<file path="src/inc/async_serial_char_framer_map.vh">
// Constants for the serial character framer.
// Function
// Idle transmit line rests at mark (one).
// Frame is one start bit, eight or nine data bits, stop bits.
// Start bit is space, every stop bit is mark.
// Every bit lasts exactly one bit period of the baud setting.
// Equal successive bits hold the line level with no neutral return.
// Data bits go out and come in least significant bit first.
// Transmitter and receiver run independently with shared format and baud.
// No hardware parity; software may carry parity in ninth bit.
// Baud generator divides system clock with 8-bit or 16-bit divisor.
// Character length selectable between eight and nine data bits.
// Receive buffer overrun is detected and reported.
// Framing error of a received character is detected and reported.
// Nine-bit mode offers address detection using the ninth bit.
// Transmitter can send a break of 13 bit periods.
// Incoming baud rate is measured and the generator calibrated to it.
// A received break can wake the device from low power.
// Full-duplex asynchronous or half-duplex synchronous, master or slave.
// Synchronous mode shares receive and data pin; direction switches automatically.
// Transmit output goes to transmit/clock pin and to logic cell.
// Stop position sampled at space raises a framing error.
// One stop bit per character; next start only after stop completes.
// Software enables transmitter and port, clears sync, before async sending.
// Receive line sampled at sixteen times the baud rate.
// Each received character moves at once into a two-entry FIFO.
// In nine-bit mode the ninth bit is the most significant data bit.
`ifndef ASYNC_SERIAL_CHAR_FRAMER_MAP_VH
`define ASYNC_SERIAL_CHAR_FRAMER_MAP_VH
`define DIV_RESET      16'h0000
`define OVS_LAST       4'hF
`define OVS_MID        4'h7
`define FRAME_BITS8    4'hA
`define FRAME_BITS9    4'hB
`define BREAK_BITS     4'hE
`define SYNC_BITS8     4'h8
`define SYNC_BITS9     4'h9
`define AB_LAST_EDGE   3'h4
`define AB_SHIFT       7
`define FIFO_DEPTH     2'h2
`endif

</file>
<file path="src/hdl/async_serial_char_framer.v">
// Serial character framer: baud generator, transmitter, receiver, autobaud.
`timescale 1ns/1ps
`include "async_serial_char_framer_map.vh"
module async_serial_char_framer (
  // Clock, reset, enable
  input  wire        clock_i,
  input  wire        rst_n_i,
  input  wire        clk_en_i,
  // Configuration
  input  wire        serial_port_enable_bit_i,
  input  wire        transmitter_enable_bit_i,
  input  wire        receiver_enable_i,
  input  wire        sync_mode_i,
  input  wire        sync_master_i,
  input  wire        nine_bit_i,
  input  wire        address_detect_i,
  input  wire        brg16_i,
  input  wire [15:0] divisor_i,
  input  wire        divisor_load_i,
  input  wire        auto_baud_start_i,
  input  wire        wake_enable_i,
  // Transmit side
  input  wire [7:0]  tx_data_i,
  input  wire        ninth_transmit_bit_i,
  input  wire        send_break_i,
  input  wire        tx_write_i,
  output reg         tx_buffer_empty_o,
  output reg         tx_shift_empty_o,
  // Receive side
  input  wire        rx_read_i,
  input  wire        overrun_clear_i,
  output reg  [7:0]  rx_data_o,
  output reg         rx_ninth_o,
  output reg         rx_frame_err_o,
  output reg         rx_avail_o,
  output reg         overrun_o,
  // Status
  output reg  [15:0] brg_divisor_o,
  output reg         auto_baud_done_o,
  output reg         wake_o,
  // Pins
  input  wire        receive_or_sync_data_pin_i,
  output reg         receive_or_sync_data_pin_o,
  output reg         receive_or_sync_data_pin_oe_o,
  input  wire        transmit_or_clock_pin_i,
  output reg         transmit_or_clock_pin_o,
  output reg         transmit_or_clock_pin_oe_o,
  output reg         clc_tx_o
);
  localparam TX_IDLE = 2'b01;
  localparam TX_SEND = 2'b10;
  localparam RX_IDLE  = 4'b0001;
  localparam RX_START = 4'b0010;
  localparam RX_DATA  = 4'b0100;
  localparam RX_STOP  = 4'b1000;

  reg  [2:0]  dt_sync_reg;
  reg  [2:0]  ck_sync_reg;
  reg         dt_filt_reg;
  reg         ck_filt_reg;
  reg         dt_prev_reg;
  reg  [15:0] brg_cnt_reg;
  reg         tick_reg;
  reg  [3:0]  sck_cnt_reg;
  reg         sclk_prev_reg;
  reg  [1:0]  tx_state_reg;
  reg  [13:0] tx_sh_reg;
  reg  [3:0]  tx_bits_reg;
  reg  [3:0]  tx_last_reg;
  reg  [3:0]  tx_tick_reg;
  reg         hold_full_reg;
  reg  [8:0]  hold_word_reg;
  reg         hold_brk_reg;
  reg  [3:0]  rx_state_reg;
  reg  [3:0]  rx_tick_reg;
  reg  [3:0]  rx_bits_reg;
  reg  [8:0]  rx_sh_reg;
  reg         push_reg;
  reg  [9:0]  push_word_reg;
  reg  [9:0]  fifo_mem [0:1];
  reg         wr_ptr_reg;
  reg         rd_ptr_reg;
  reg  [1:0]  fifo_cnt_reg;
  reg         ab_busy_reg;
  reg         ab_run_reg;
  reg  [2:0]  ab_edges_reg;
  reg  [22:0] ab_cnt_reg;

  wire        dt_fall   = dt_prev_reg & ~dt_filt_reg;
  wire        dt_rise   = ~dt_prev_reg & dt_filt_reg;
  wire        tx_busy   = tx_state_reg[1];
  wire        sck_run   = serial_port_enable_bit_i & sync_mode_i & sync_master_i & (tx_busy | receiver_enable_i);
  wire        sclk_now  = sync_master_i ? sck_cnt_reg[3] : ck_filt_reg;
  wire        sclk_fall = sclk_prev_reg & ~sclk_now;
  wire        sclk_rise = ~sclk_prev_reg & sclk_now;
  wire [15:0] brg_limit = brg16_i ? brg_divisor_o : {8'h00, brg_divisor_o[7:0]};
  wire        tx_adv    = sync_mode_i ? sclk_fall : (tick_reg & (tx_tick_reg == `OVS_LAST));
  wire        tx_line   = tx_busy ? tx_sh_reg[0] : 1'b1;
  wire [3:0]  rx_nbits  = nine_bit_i ? `SYNC_BITS9 : `SYNC_BITS8;
  wire        fifo_pop  = rx_read_i & (fifo_cnt_reg != 2'h0);
  wire        fifo_put  = push_reg & (fifo_cnt_reg != `FIFO_DEPTH);

  // Final word of a character: eight-bit data sits in the top of the shifter
  function [8:0] rx_align;
    input [8:0] sh;
    input       nine;
    begin
      rx_align = nine ? sh : {1'b0, sh[8:1]};
    end
  endfunction

  // Pin synchronisers; a level counts once stages two and three agree
  always @(posedge clock_i or negedge rst_n_i) begin
    if (!rst_n_i) begin
      dt_sync_reg <= 3'h7;
      ck_sync_reg <= 3'h7;
      dt_filt_reg <= 1'b1;
      ck_filt_reg <= 1'b1;
      dt_prev_reg <= 1'b1;
    end else if (clk_en_i) begin
      dt_sync_reg <= {dt_sync_reg[1:0], receive_or_sync_data_pin_i};
      ck_sync_reg <= {ck_sync_reg[1:0], transmit_or_clock_pin_i};
      if (dt_sync_reg[1] == dt_sync_reg[2])
        dt_filt_reg <= dt_sync_reg[2];
      if (ck_sync_reg[1] == ck_sync_reg[2])
        ck_filt_reg <= ck_sync_reg[2];
      dt_prev_reg <= dt_filt_reg;
    end
  end

  // Divider yields sixteen ticks per bit
  always @(posedge clock_i or negedge rst_n_i) begin
    if (!rst_n_i) begin
      brg_cnt_reg   <= 16'h0000;
      tick_reg      <= 1'b0;
      sck_cnt_reg   <= 4'h0;
      sclk_prev_reg <= 1'b1;
    end else if (clk_en_i) begin
      if (!serial_port_enable_bit_i || brg_cnt_reg >= brg_limit)
        brg_cnt_reg <= 16'h0000;
      else
        brg_cnt_reg <= brg_cnt_reg + 16'h0001;
      tick_reg <= serial_port_enable_bit_i & (brg_cnt_reg >= brg_limit);
      // Master clock: low half then high half per bit
      if (!sck_run)
        sck_cnt_reg <= 4'h0;
      else if (tick_reg)
        sck_cnt_reg <= sck_cnt_reg + 4'h1;
      sclk_prev_reg <= sclk_now;
    end
  end

  // Autobaud: five falling edges of a 55h span eight bits
  always @(posedge clock_i or negedge rst_n_i) begin
    if (!rst_n_i) begin
      ab_busy_reg      <= 1'b0;
      ab_run_reg       <= 1'b0;
      ab_edges_reg     <= 3'h0;
      ab_cnt_reg       <= 23'h000000;
      auto_baud_done_o <= 1'b0;
      brg_divisor_o    <= `DIV_RESET;
      wake_o           <= 1'b0;
    end else if (clk_en_i) begin
      if (auto_baud_start_i) begin
        ab_busy_reg      <= 1'b1;
        ab_run_reg       <= 1'b0;
        ab_edges_reg     <= 3'h0;
        ab_cnt_reg       <= 23'h000000;
        auto_baud_done_o <= 1'b0;
      end else if (ab_busy_reg) begin
        // Every cycle counts, edge cycles too, so eight bits give an exact span
        if (ab_run_reg)
          ab_cnt_reg <= ab_cnt_reg + 23'h000001;
        if (dt_fall) begin
          ab_edges_reg <= ab_edges_reg + 3'h1;
          ab_run_reg   <= 1'b1;
          if (!ab_run_reg)
            ab_cnt_reg <= 23'h000001;
          if (ab_edges_reg == `AB_LAST_EDGE) begin
            ab_busy_reg      <= 1'b0;
            auto_baud_done_o <= 1'b1;
            brg_divisor_o    <= ab_cnt_reg[22:`AB_SHIFT] - 16'h0001;
          end
        end
      end else if (divisor_load_i) begin
        brg_divisor_o <= divisor_i;
      end
      // Wake raised on line falling, dropped when it returns high
      if (!wake_enable_i || dt_rise)
        wake_o <= 1'b0;
      else if (dt_fall)
        wake_o <= 1'b1;
    end
  end

  // Transmit holding buffer and shifter
  always @(posedge clock_i or negedge rst_n_i) begin
    if (!rst_n_i) begin
      tx_state_reg  <= TX_IDLE;
      tx_sh_reg     <= 14'h3FFF;
      tx_bits_reg   <= 4'h0;
      tx_last_reg   <= 4'h0;
      tx_tick_reg   <= 4'h0;
      hold_full_reg <= 1'b0;
      hold_word_reg <= 9'h000;
      hold_brk_reg  <= 1'b0;
    end else if (clk_en_i) begin
      if (!transmitter_enable_bit_i || !serial_port_enable_bit_i) begin
        tx_state_reg  <= TX_IDLE;
        hold_full_reg <= 1'b0;
      end else begin
        // Ninth bit captured above the eight data bits
        if (tx_write_i && !hold_full_reg) begin
          hold_full_reg <= 1'b1;
          hold_word_reg <= {ninth_transmit_bit_i, tx_data_i};
          hold_brk_reg  <= send_break_i;
        end
        if (tick_reg)
          tx_tick_reg <= tx_tick_reg + 4'h1;
        case (tx_state_reg)
          TX_IDLE: begin
            // Buffer moves only once the stop bit has finished
            // Async load waits for a tick so the start bit is whole
            if (hold_full_reg && (sync_mode_i || tick_reg)) begin
              hold_full_reg <= 1'b0;
              tx_state_reg  <= TX_SEND;
              tx_bits_reg   <= 4'h0;
              tx_tick_reg   <= 4'h0;
              if (sync_mode_i) begin
                tx_sh_reg   <= {5'h1F, hold_word_reg};
                tx_last_reg <= rx_nbits;
              // Thirteen space bits then one mark
              end else if (hold_brk_reg) begin
                tx_sh_reg   <= {1'b1, 13'h0000};
                tx_last_reg <= `BREAK_BITS;
              // Start, data LSB first, stop; no parity
              end else if (nine_bit_i) begin
                tx_sh_reg   <= {4'hF, hold_word_reg, 1'b0};
                tx_last_reg <= `FRAME_BITS9;
              end else begin
                tx_sh_reg   <= {5'h1F, hold_word_reg[7:0], 1'b0};
                tx_last_reg <= `FRAME_BITS8;
              end
            end
          end
          TX_SEND: begin
            // Line held for a whole bit, no return between bits
            if (tx_adv) begin
              tx_sh_reg   <= {1'b1, tx_sh_reg[13:1]};
              tx_bits_reg <= tx_bits_reg + 4'h1;
              if (tx_bits_reg == tx_last_reg - 4'h1)
                tx_state_reg <= TX_IDLE;
            end
          end
          default: tx_state_reg <= TX_IDLE;
        endcase
      end
    end
  end

  // Pin drivers; all registered
  always @(posedge clock_i or negedge rst_n_i) begin
    if (!rst_n_i) begin
      transmit_or_clock_pin_o       <= 1'b1;
      transmit_or_clock_pin_oe_o    <= 1'b0;
      receive_or_sync_data_pin_o    <= 1'b1;
      receive_or_sync_data_pin_oe_o <= 1'b0;
      clc_tx_o                      <= 1'b1;
      tx_buffer_empty_o             <= 1'b1;
      tx_shift_empty_o              <= 1'b1;
    end else if (clk_en_i) begin
      // Idle mark, same line to logic cell and, in async mode, to pin; sync mode puts the clock on the pin
      transmit_or_clock_pin_o    <= sync_mode_i ? sck_cnt_reg[3] : tx_line;
      transmit_or_clock_pin_oe_o <= serial_port_enable_bit_i & (~sync_mode_i | sync_master_i);
      clc_tx_o                   <= tx_line;
      // Data pin driven only while a sync character goes out
      receive_or_sync_data_pin_o    <= tx_line;
      receive_or_sync_data_pin_oe_o <= serial_port_enable_bit_i & sync_mode_i & tx_busy;
      tx_buffer_empty_o             <= ~hold_full_reg;
      tx_shift_empty_o              <= ~tx_busy;
    end
  end

  // Receiver independent of transmitter in async mode, shares format and ticks
  always @(posedge clock_i or negedge rst_n_i) begin
    if (!rst_n_i) begin
      rx_state_reg  <= RX_IDLE;
      rx_tick_reg   <= 4'h0;
      rx_bits_reg   <= 4'h0;
      rx_sh_reg     <= 9'h000;
      push_reg      <= 1'b0;
      push_word_reg <= 10'h000;
    end else if (clk_en_i) begin
      push_reg <= 1'b0;
      if (!receiver_enable_i || !serial_port_enable_bit_i || ab_busy_reg) begin
        rx_state_reg <= RX_IDLE;
        rx_bits_reg  <= 4'h0;
      end else if (sync_mode_i) begin
        // Sample on rising clock only while the pin is not ours
        rx_state_reg <= RX_IDLE;
        if (sclk_rise && !tx_busy) begin
          rx_sh_reg   <= {dt_filt_reg, rx_sh_reg[8:1]};
          rx_bits_reg <= rx_bits_reg + 4'h1;
          if (rx_bits_reg == rx_nbits - 4'h1) begin
            rx_bits_reg   <= 4'h0;
            push_reg      <= 1'b1;
            push_word_reg <= {1'b0, rx_align({dt_filt_reg, rx_sh_reg[8:1]}, nine_bit_i)};
          end
        end
      end else begin
        if (tick_reg)
          rx_tick_reg <= rx_tick_reg + 4'h1;
        case (rx_state_reg)
          RX_IDLE: begin
            if (!dt_filt_reg) begin
              rx_state_reg <= RX_START;
              rx_tick_reg  <= 4'h0;
            end
          end
          RX_START: begin
            // Mid-start recheck rejects glitches
            if (tick_reg && rx_tick_reg == `OVS_MID) begin
              rx_tick_reg  <= 4'h0;
              rx_bits_reg  <= 4'h0;
              rx_state_reg <= dt_filt_reg ? RX_IDLE : RX_DATA;
            end
          end
          RX_DATA: begin
            if (tick_reg && rx_tick_reg == `OVS_LAST) begin
              rx_sh_reg   <= {dt_filt_reg, rx_sh_reg[8:1]};
              rx_bits_reg <= rx_bits_reg + 4'h1;
              if (rx_bits_reg == rx_nbits - 4'h1)
                rx_state_reg <= RX_STOP;
            end
          end
          RX_STOP: begin
            if (tick_reg && rx_tick_reg == `OVS_LAST) begin
              rx_state_reg  <= RX_IDLE;
              // Address mode drops characters whose ninth bit is clear
              push_reg      <= ~(address_detect_i & nine_bit_i & ~rx_sh_reg[8]);
              // Space at stop position flags framing error
              push_word_reg <= {~dt_filt_reg, rx_align(rx_sh_reg, nine_bit_i)};
            end
          end
          default: rx_state_reg <= RX_IDLE;
        endcase
      end
    end
  end

  // Two-entry receive FIFO; overrun loses the new character
  always @(posedge clock_i or negedge rst_n_i) begin
    if (!rst_n_i) begin
      wr_ptr_reg     <= 1'b0;
      rd_ptr_reg     <= 1'b0;
      fifo_cnt_reg   <= 2'h0;
      fifo_mem[0]    <= 10'h000;
      fifo_mem[1]    <= 10'h000;
      overrun_o      <= 1'b0;
      rx_data_o      <= 8'h00;
      rx_ninth_o     <= 1'b0;
      rx_frame_err_o <= 1'b0;
      rx_avail_o     <= 1'b0;
    end else if (clk_en_i) begin
      if (fifo_put) begin
        fifo_mem[wr_ptr_reg] <= push_word_reg;
        wr_ptr_reg           <= ~wr_ptr_reg;
      end
      if (fifo_pop)
        rd_ptr_reg <= ~rd_ptr_reg;
      if (fifo_put && !fifo_pop)
        fifo_cnt_reg <= fifo_cnt_reg + 2'h1;
      else if (fifo_pop && !fifo_put)
        fifo_cnt_reg <= fifo_cnt_reg - 2'h1;
      // Set wins over clear
      if (push_reg && fifo_cnt_reg == `FIFO_DEPTH)
        overrun_o <= 1'b1;
      else if (overrun_clear_i)
        overrun_o <= 1'b0;
      {rx_frame_err_o, rx_ninth_o, rx_data_o} <= fifo_mem[rd_ptr_reg];
      rx_avail_o <= fifo_cnt_reg != 2'h0;
    end
  end
endmodule

</file>
<file path="config.mk">
export PLATFORM = sky130hd
export DESIGN_NAME = async_serial_char_framer
export DESIGN_NICKNAME = d
export VERILOG_FILES = /design/src/hdl/async_serial_char_framer.v
export VERILOG_INCLUDE_DIRS = /design/src /design/src/inc
export SDC_FILE = /design/constraint.sdc
export NUM_CORES = 1
export LEC_CHECK = 0
export BUFFER_PORTS_ARGS = -buffer_cell sky130_fd_sc_hd__buf_2
export CAP_MARGIN = 20
export CELL_PAD_IN_SITES_DETAIL_PLACEMENT = 1
export CELL_PAD_IN_SITES_GLOBAL_PLACEMENT = 2
export CORE_ASPECT_RATIO = 0.9
export CORE_MARGIN = 8
export CORE_UTILIZATION = 40
export CTS_BUF_LIST = sky130_fd_sc_hd__clkbuf_8
export CTS_CLUSTER_DIAMETER = 150
export CTS_CLUSTER_SIZE = 25
export DETAILED_ROUTE_END_ITERATION = 7
export PLACE_DENSITY = 0.89
export SYNTH_ARGS = -nofsm -noshare
export SYNTH_HDL_FRONTEND = slang
export SYNTH_SLANG_ARGS = --single-unit
</file>
<file path="constraint.sdc">
create_clock -name clock_i -period 3 [get_ports clock_i]
set_input_delay 0.6 -clock clock_i [delete_from_list [all_inputs] [get_ports clock_i]]
set_output_delay 0.6 -clock clock_i [all_outputs]
set_load 0.005 [all_outputs]
</file>
; ---- After elaboration in Yosys (flattened, before gate mapping)
; Cells that the tools add are included.
[word_totals]
out_inout_bits = 37
latch_bits = 0
mem_count = 0
ff_bits = 190
in_bits = 45
mem_bits_rw = 0
mem_bits_ro = 0
[op_classes]
n_lt_le_gt_ge = 4
n_reduce_logical = 58
eq_ne = 32
div_mod_pow = 0
shifts = 0
add_sub_neg = 13
multipliers = 0
n_bitwise = 33
muxes = 104
[op_table]
columns = cell, count
row1 = two-way mux 23 bit, 5
row2 = two-way mux 10 bit, 10
row3 = two-way mux 16 bit, 6
row4 = two-way mux 4 bit, 23
row5 = two-way mux 9 bit, 6
row6 = two-way mux 1 bit, 30
row7 = two-way mux 14 bit, 2
row8 = one-hot mux 14 bit (2 select lines), 1
row9 = two-way mux 13 bit, 2
row10 = one-hot mux 4 bit (2 select lines), 3
row11 = nonzero test 2 bit, 12
row12 = "adder 23 x 1 -> 23 bit, second input constant", 1
row13 = "adder 4 x 1 -> 4 bit, second input constant", 5
row14 = bitwise mux 20 bit, 1
row15 = "!= test 4 bit, second input constant", 5
row16 = AND reduction 2 bit, 10
row17 = AND reduction 5 bit, 4
row18 = two-way mux 3 bit, 6
row19 = "adder 16 x 1 -> 16 bit, second input constant", 1
row20 = >= comparator 16 bit, 1
row21 = one-hot mux 4 bit (4 select lines), 1
row22 = "subtractor 16 x 1 -> 16 bit, second input constant", 1
row23 = AND 1 bit, 15
row24 = NOT 1 bit, 14
row25 = other kinds (31), 79

; ---- Longest topological paths before layout
[logic_depth]
depth_word = 8
mapped_depth = 10
ltp_nobuf = 8

; ---- Least setup slack after synthesis
; No wires, ideal clock.
[synth_timing]
path_type = input port to flip-flop
from = input brg16_i
to = register brg_cnt_reg[10]
arrival_time_ps = 2316
setup_slack_ps = 552
path_buffers = 2
stages = 10
setup_ps = 132
required_ps = 2868
path_cell_list = clkbuf_1 nand2_1 ha_1 nand2_1 o21ai_0 a41o_1 o311ai_1 a21boi_0 clkbuf_1 nor2_1
[synth_via]
elab_chain_len = 4
[synth_lines]
columns = item, line
row1 = start: declaration, async_serial_char_framer.v:17  ; input wire brg16_i,
row2 = two-way mux 16 bit, async_serial_char_framer.v:96  ; wire [15:0] brg_limit = brg16_i ? brg_divisor_o : {8'h00, brg_divisor_o[7:0]};
row3 = >= comparator 16 bit, async_serial_char_framer.v:139  ; if (!serial_port_enable_bit_i || brg_cnt_reg >= brg_limit)
row4 = logical OR 1 bit, async_serial_char_framer.v:139
row5 = two-way mux 16 bit, async_serial_char_framer.v:139
row6 = end signal: assignment, async_serial_char_framer.v:142  ; brg_cnt_reg <= brg_cnt_reg + 16'h0001;
row7 = end: declaration, async_serial_char_framer.v:62  ; reg [15:0] brg_cnt_reg;
; Every way passes these cells.
; A chain may end at the register's enable or synchronous reset.

; ---- Worst setup path in the final report
[layout_timing]
from = register brg_cnt_reg[0]
to = register brg_cnt_reg[6]
[layout_via]
elab_chain_len = 3
elab_cells_between_ends = 4
[layout_lines]
columns = item, line
row1 = >= comparator 16 bit, async_serial_char_framer.v:139
row2 = logical OR 1 bit, async_serial_char_framer.v:139
row3 = two-way mux 16 bit (*), async_serial_char_framer.v:139
; Every way passes the cells marked *; elsewhere a longest branch is shown, timed or not.

==> run_results.csv <==
group,metric,value,unit
setup_path,reg2reg_from,"brg_cnt_reg[0]",
die,fp.dieW,181,microns
cts,clockBufferDepth,2,
die,initial_core_util,40.6,%
power,power.density,581,mW/mm^2
setup_path,worstPathRequired,3.40,ns
routing,detail_route.first_pass.iterations,4,
global_routing,gr-total-overflow,0,
routing,drtIter0Drc,469,
yosys,syn_area,0.00979,sq mm
outcome,status,"finished clean",
placed_design,place_ws,0.466,ns
cts,post_cts_buffers,0,
yosys,synth_top_area_share,40.9,%
timing,hold_violations,0,
global_routing,grt_max_degree,70,
timing,min_period,2.42,ns
setup_path,crit_end,"brg_cnt_reg[6]",
setup_path,worstPathMaxFanout,12,
cts,numCtsBuffers,17,
die,die_area,0.0297,sq mm
timing,layout_setup_ws,0.585,ns
global_routing,track_usage,16.8,%
setup_path,r2r_cells,9,
die,core-area,0.0241,sq mm
routing,drt-vias-per-instance,5.37,
timing,slew_violations,0,
layout,drive_gt1_share,21.5,%
global_routing,grt_pass1_wl,41.1,mm
yosys,synth_area_leaders,"dfrtp_1, dfstp_2, mux2_2, nand2_1, o21ai_0",
layout,fillers,2742,
yosys,synth_cell_types,60,
global_routing,antenna_found_initial,0,
routing,antenna_left,0,
yosys,synth_top_area_cell,"dfrtp_1",
timing,slew-limit-headroom,47.2,%
timing,setup_viol,0,
layout,area_delta_synth_final,12.6,%
yosys,synthArstFlopShare,100,%
setup_path,r2r_end,"brg_cnt_reg[6]",
placed_design,io_buffers,81,
yosys,avgSynthCellArea,9.80,sq um
power,vdd_drop_max,0.000279,V
die,ioPinCount,82,
power,leakage,5.13,nW
yosys,ys_seq_area_share,48.7,%
worst_hold_path,hp-class,"in2async",
layout,layout_common_cells,"dfrtp_1, nand2_1, o21ai_0, buf_2, nor2_1",
timing,rsz0062_at_grt,"false",
cts,cts_tree,"done",
die,die_y,164,microns
setup_path,crit_arrival,2.82,ns
routing,vias,7481,
timing,tns,0,ns
routing,wl_per_cell,17.4,microns
timing,clock_skew,0.0279,ns
yosys,synthCells,999,
layout,largest_reg_flops,23,
cts,cts_resized,0,
cts,worst_skew_pair.late_latency,0.48,ns
cts,clock-root-buffer,"clkbuf_8",
die,rows,54,
yosys,synth-edff-count,0,
yosys,ys_seq_elements,189,
layout,layout.area.seq,0.00477,sq mm
placed_design,dp_hpwl,17.9,mm
timing,fmax,0.414,GHz
cts,cts.sinks,189,
yosys,yosysWarnings,0,
placed_design,gp_congestion,0.789,
cts,clk_pin_slew,0.12,ns
setup_path,startpoint_type,"flop",
routing,wl,24.3,mm
setup_path,setup.worst_path.start,"brg_cnt_reg[0]",
yosys,synth.net_count,1076,
yosys,synth_flop_cell,"dfrtp_1",
power,total_power,0.00640,W
setup_path,cp-end-kind,"flop",
setup_path,reg2reg_setup_slack,0.58,ns
layout,layout_commonest_cell,"dfrtp_1",
routing,drcViolationCount,0,
layout,final_core_util,45.7,%
cts,htreeDepth,4,
layout,num_antenna_cells,0,
layout,multi_input_area,0.00469,sq mm
setup_path,path_class,"reg2reg",
cts,ctsHoldBuffers,0,
timing,period_share,80.5,%
layout,nets,1149,
global_routing,grt_pass1_vias,7998,
timing,tightestPinTransition,0.784,ns
job,maxCapViolations,0,
per-layer routing:
metal	GRT usage, %	up-vias	share of wire (%)
met3	2.88	22	1.7
met2	28.5	53	48
met1	22.1	3741	48
li1	-	3665	-
met4	4.13	0	1.3
met5	0	-	0
kinds of logic (layout without fill, tap and decap cells):
group	after synthesis	after routing	share of synthesized area, %
and+or+nand+nor	335	335	16.3
AOI/OAI and AO/OA	219	219	13.2
DFF	189	189	48.7
muxes	94	94	10.4
buffers and inverters	87	173	3.44
xor gates and xnor gates	43	43	3.85
adders and majority gates	32	32	4.09
worst max-delay path: stages, from the launching register on:
cell	delay [ns]
dfrtp_1	0.41
inv_1	0.10
ha_1	0.23
nand2b_1	0.14
a2111oi_0	0.41
nor3_1	0.10
o311ai_1	0.47
a21boi_0	0.17
buf_4	0.22
nor2_1	0.13
layout make-up:
cell class / count / area share, %
repair buffers: 104 / 5.55
flip-flops and latches: 189 / 43.3
clock inverters: 15 / 1.77
well taps: 308 / 3.50
inverters: 37 / 1.26
multi-input cells: 723 / 42.5
clock buffers: 17 / 2.12
power by group:
group / switching (W) / total (W) / internal [W] / leakage [nW]
clock: 0.00108 / 0.00173 / 0.000646 / 0.207
sequential: 0.000400 / 0.00340 / 0.00300 / 2.43
combinational: 0.000677 / 0.00127 / 0.000590 / 2.49
total: 0.00216 / 0.00640 / 0.00424 / 5.13
Yosys cell counts (all sizes together), types with 6 or more instances:
cell    instances
a21oi          60
a22oi          10
and2           10
buf            13
clkbuf         37
dfrtp         160
dfstp          29
ha             32
inv            37
mux2           64
mux2i          30
nand2         122
nand2b         10
nand3          29
nand4          17
nor2           74
nor2b          14
nor3           18
o21ai          89
o22ai           6
o31ai          12
or3             8
xnor2          26
xor2           17
worst min-delay path by stage:
| stage | from | to | slack (ns) | depth (start not counted) |
|---|---|---|---|---|
| CTS | rst_n_i | ab_cnt_reg[16] | 0.08 | 1 |
| finish | rst_n_i | ab_cnt_reg[16] | 0.08 | 1 |
| global route | rst_n_i | ab_cnt_reg[16] | 0.08 | 1 |
| global placement | tx_buffer_empty_o | tx_buffer_empty_o | 0.45 | 2 |
| floorplan | rst_n_i | ab_busy_reg | 0.30 | 0 |
| detailed placement | tx_buffer_empty_o | tx_buffer_empty_o | 0.46 | 2 |
through the flow:
stage          hold slack [ns]  std cells  area, sq um
2_1_floorplan            0.304        999         9790
3_3_place_gp             0.452       1361        10600
3_5_place_dp             0.465       1361        10600
4_1_cts                 0.0777       1393        11000
5_1_grt                 0.0812       1393        11000
6_report                0.0782       1393        11000
Note: power is estimated with default switching activity, not from simulation.
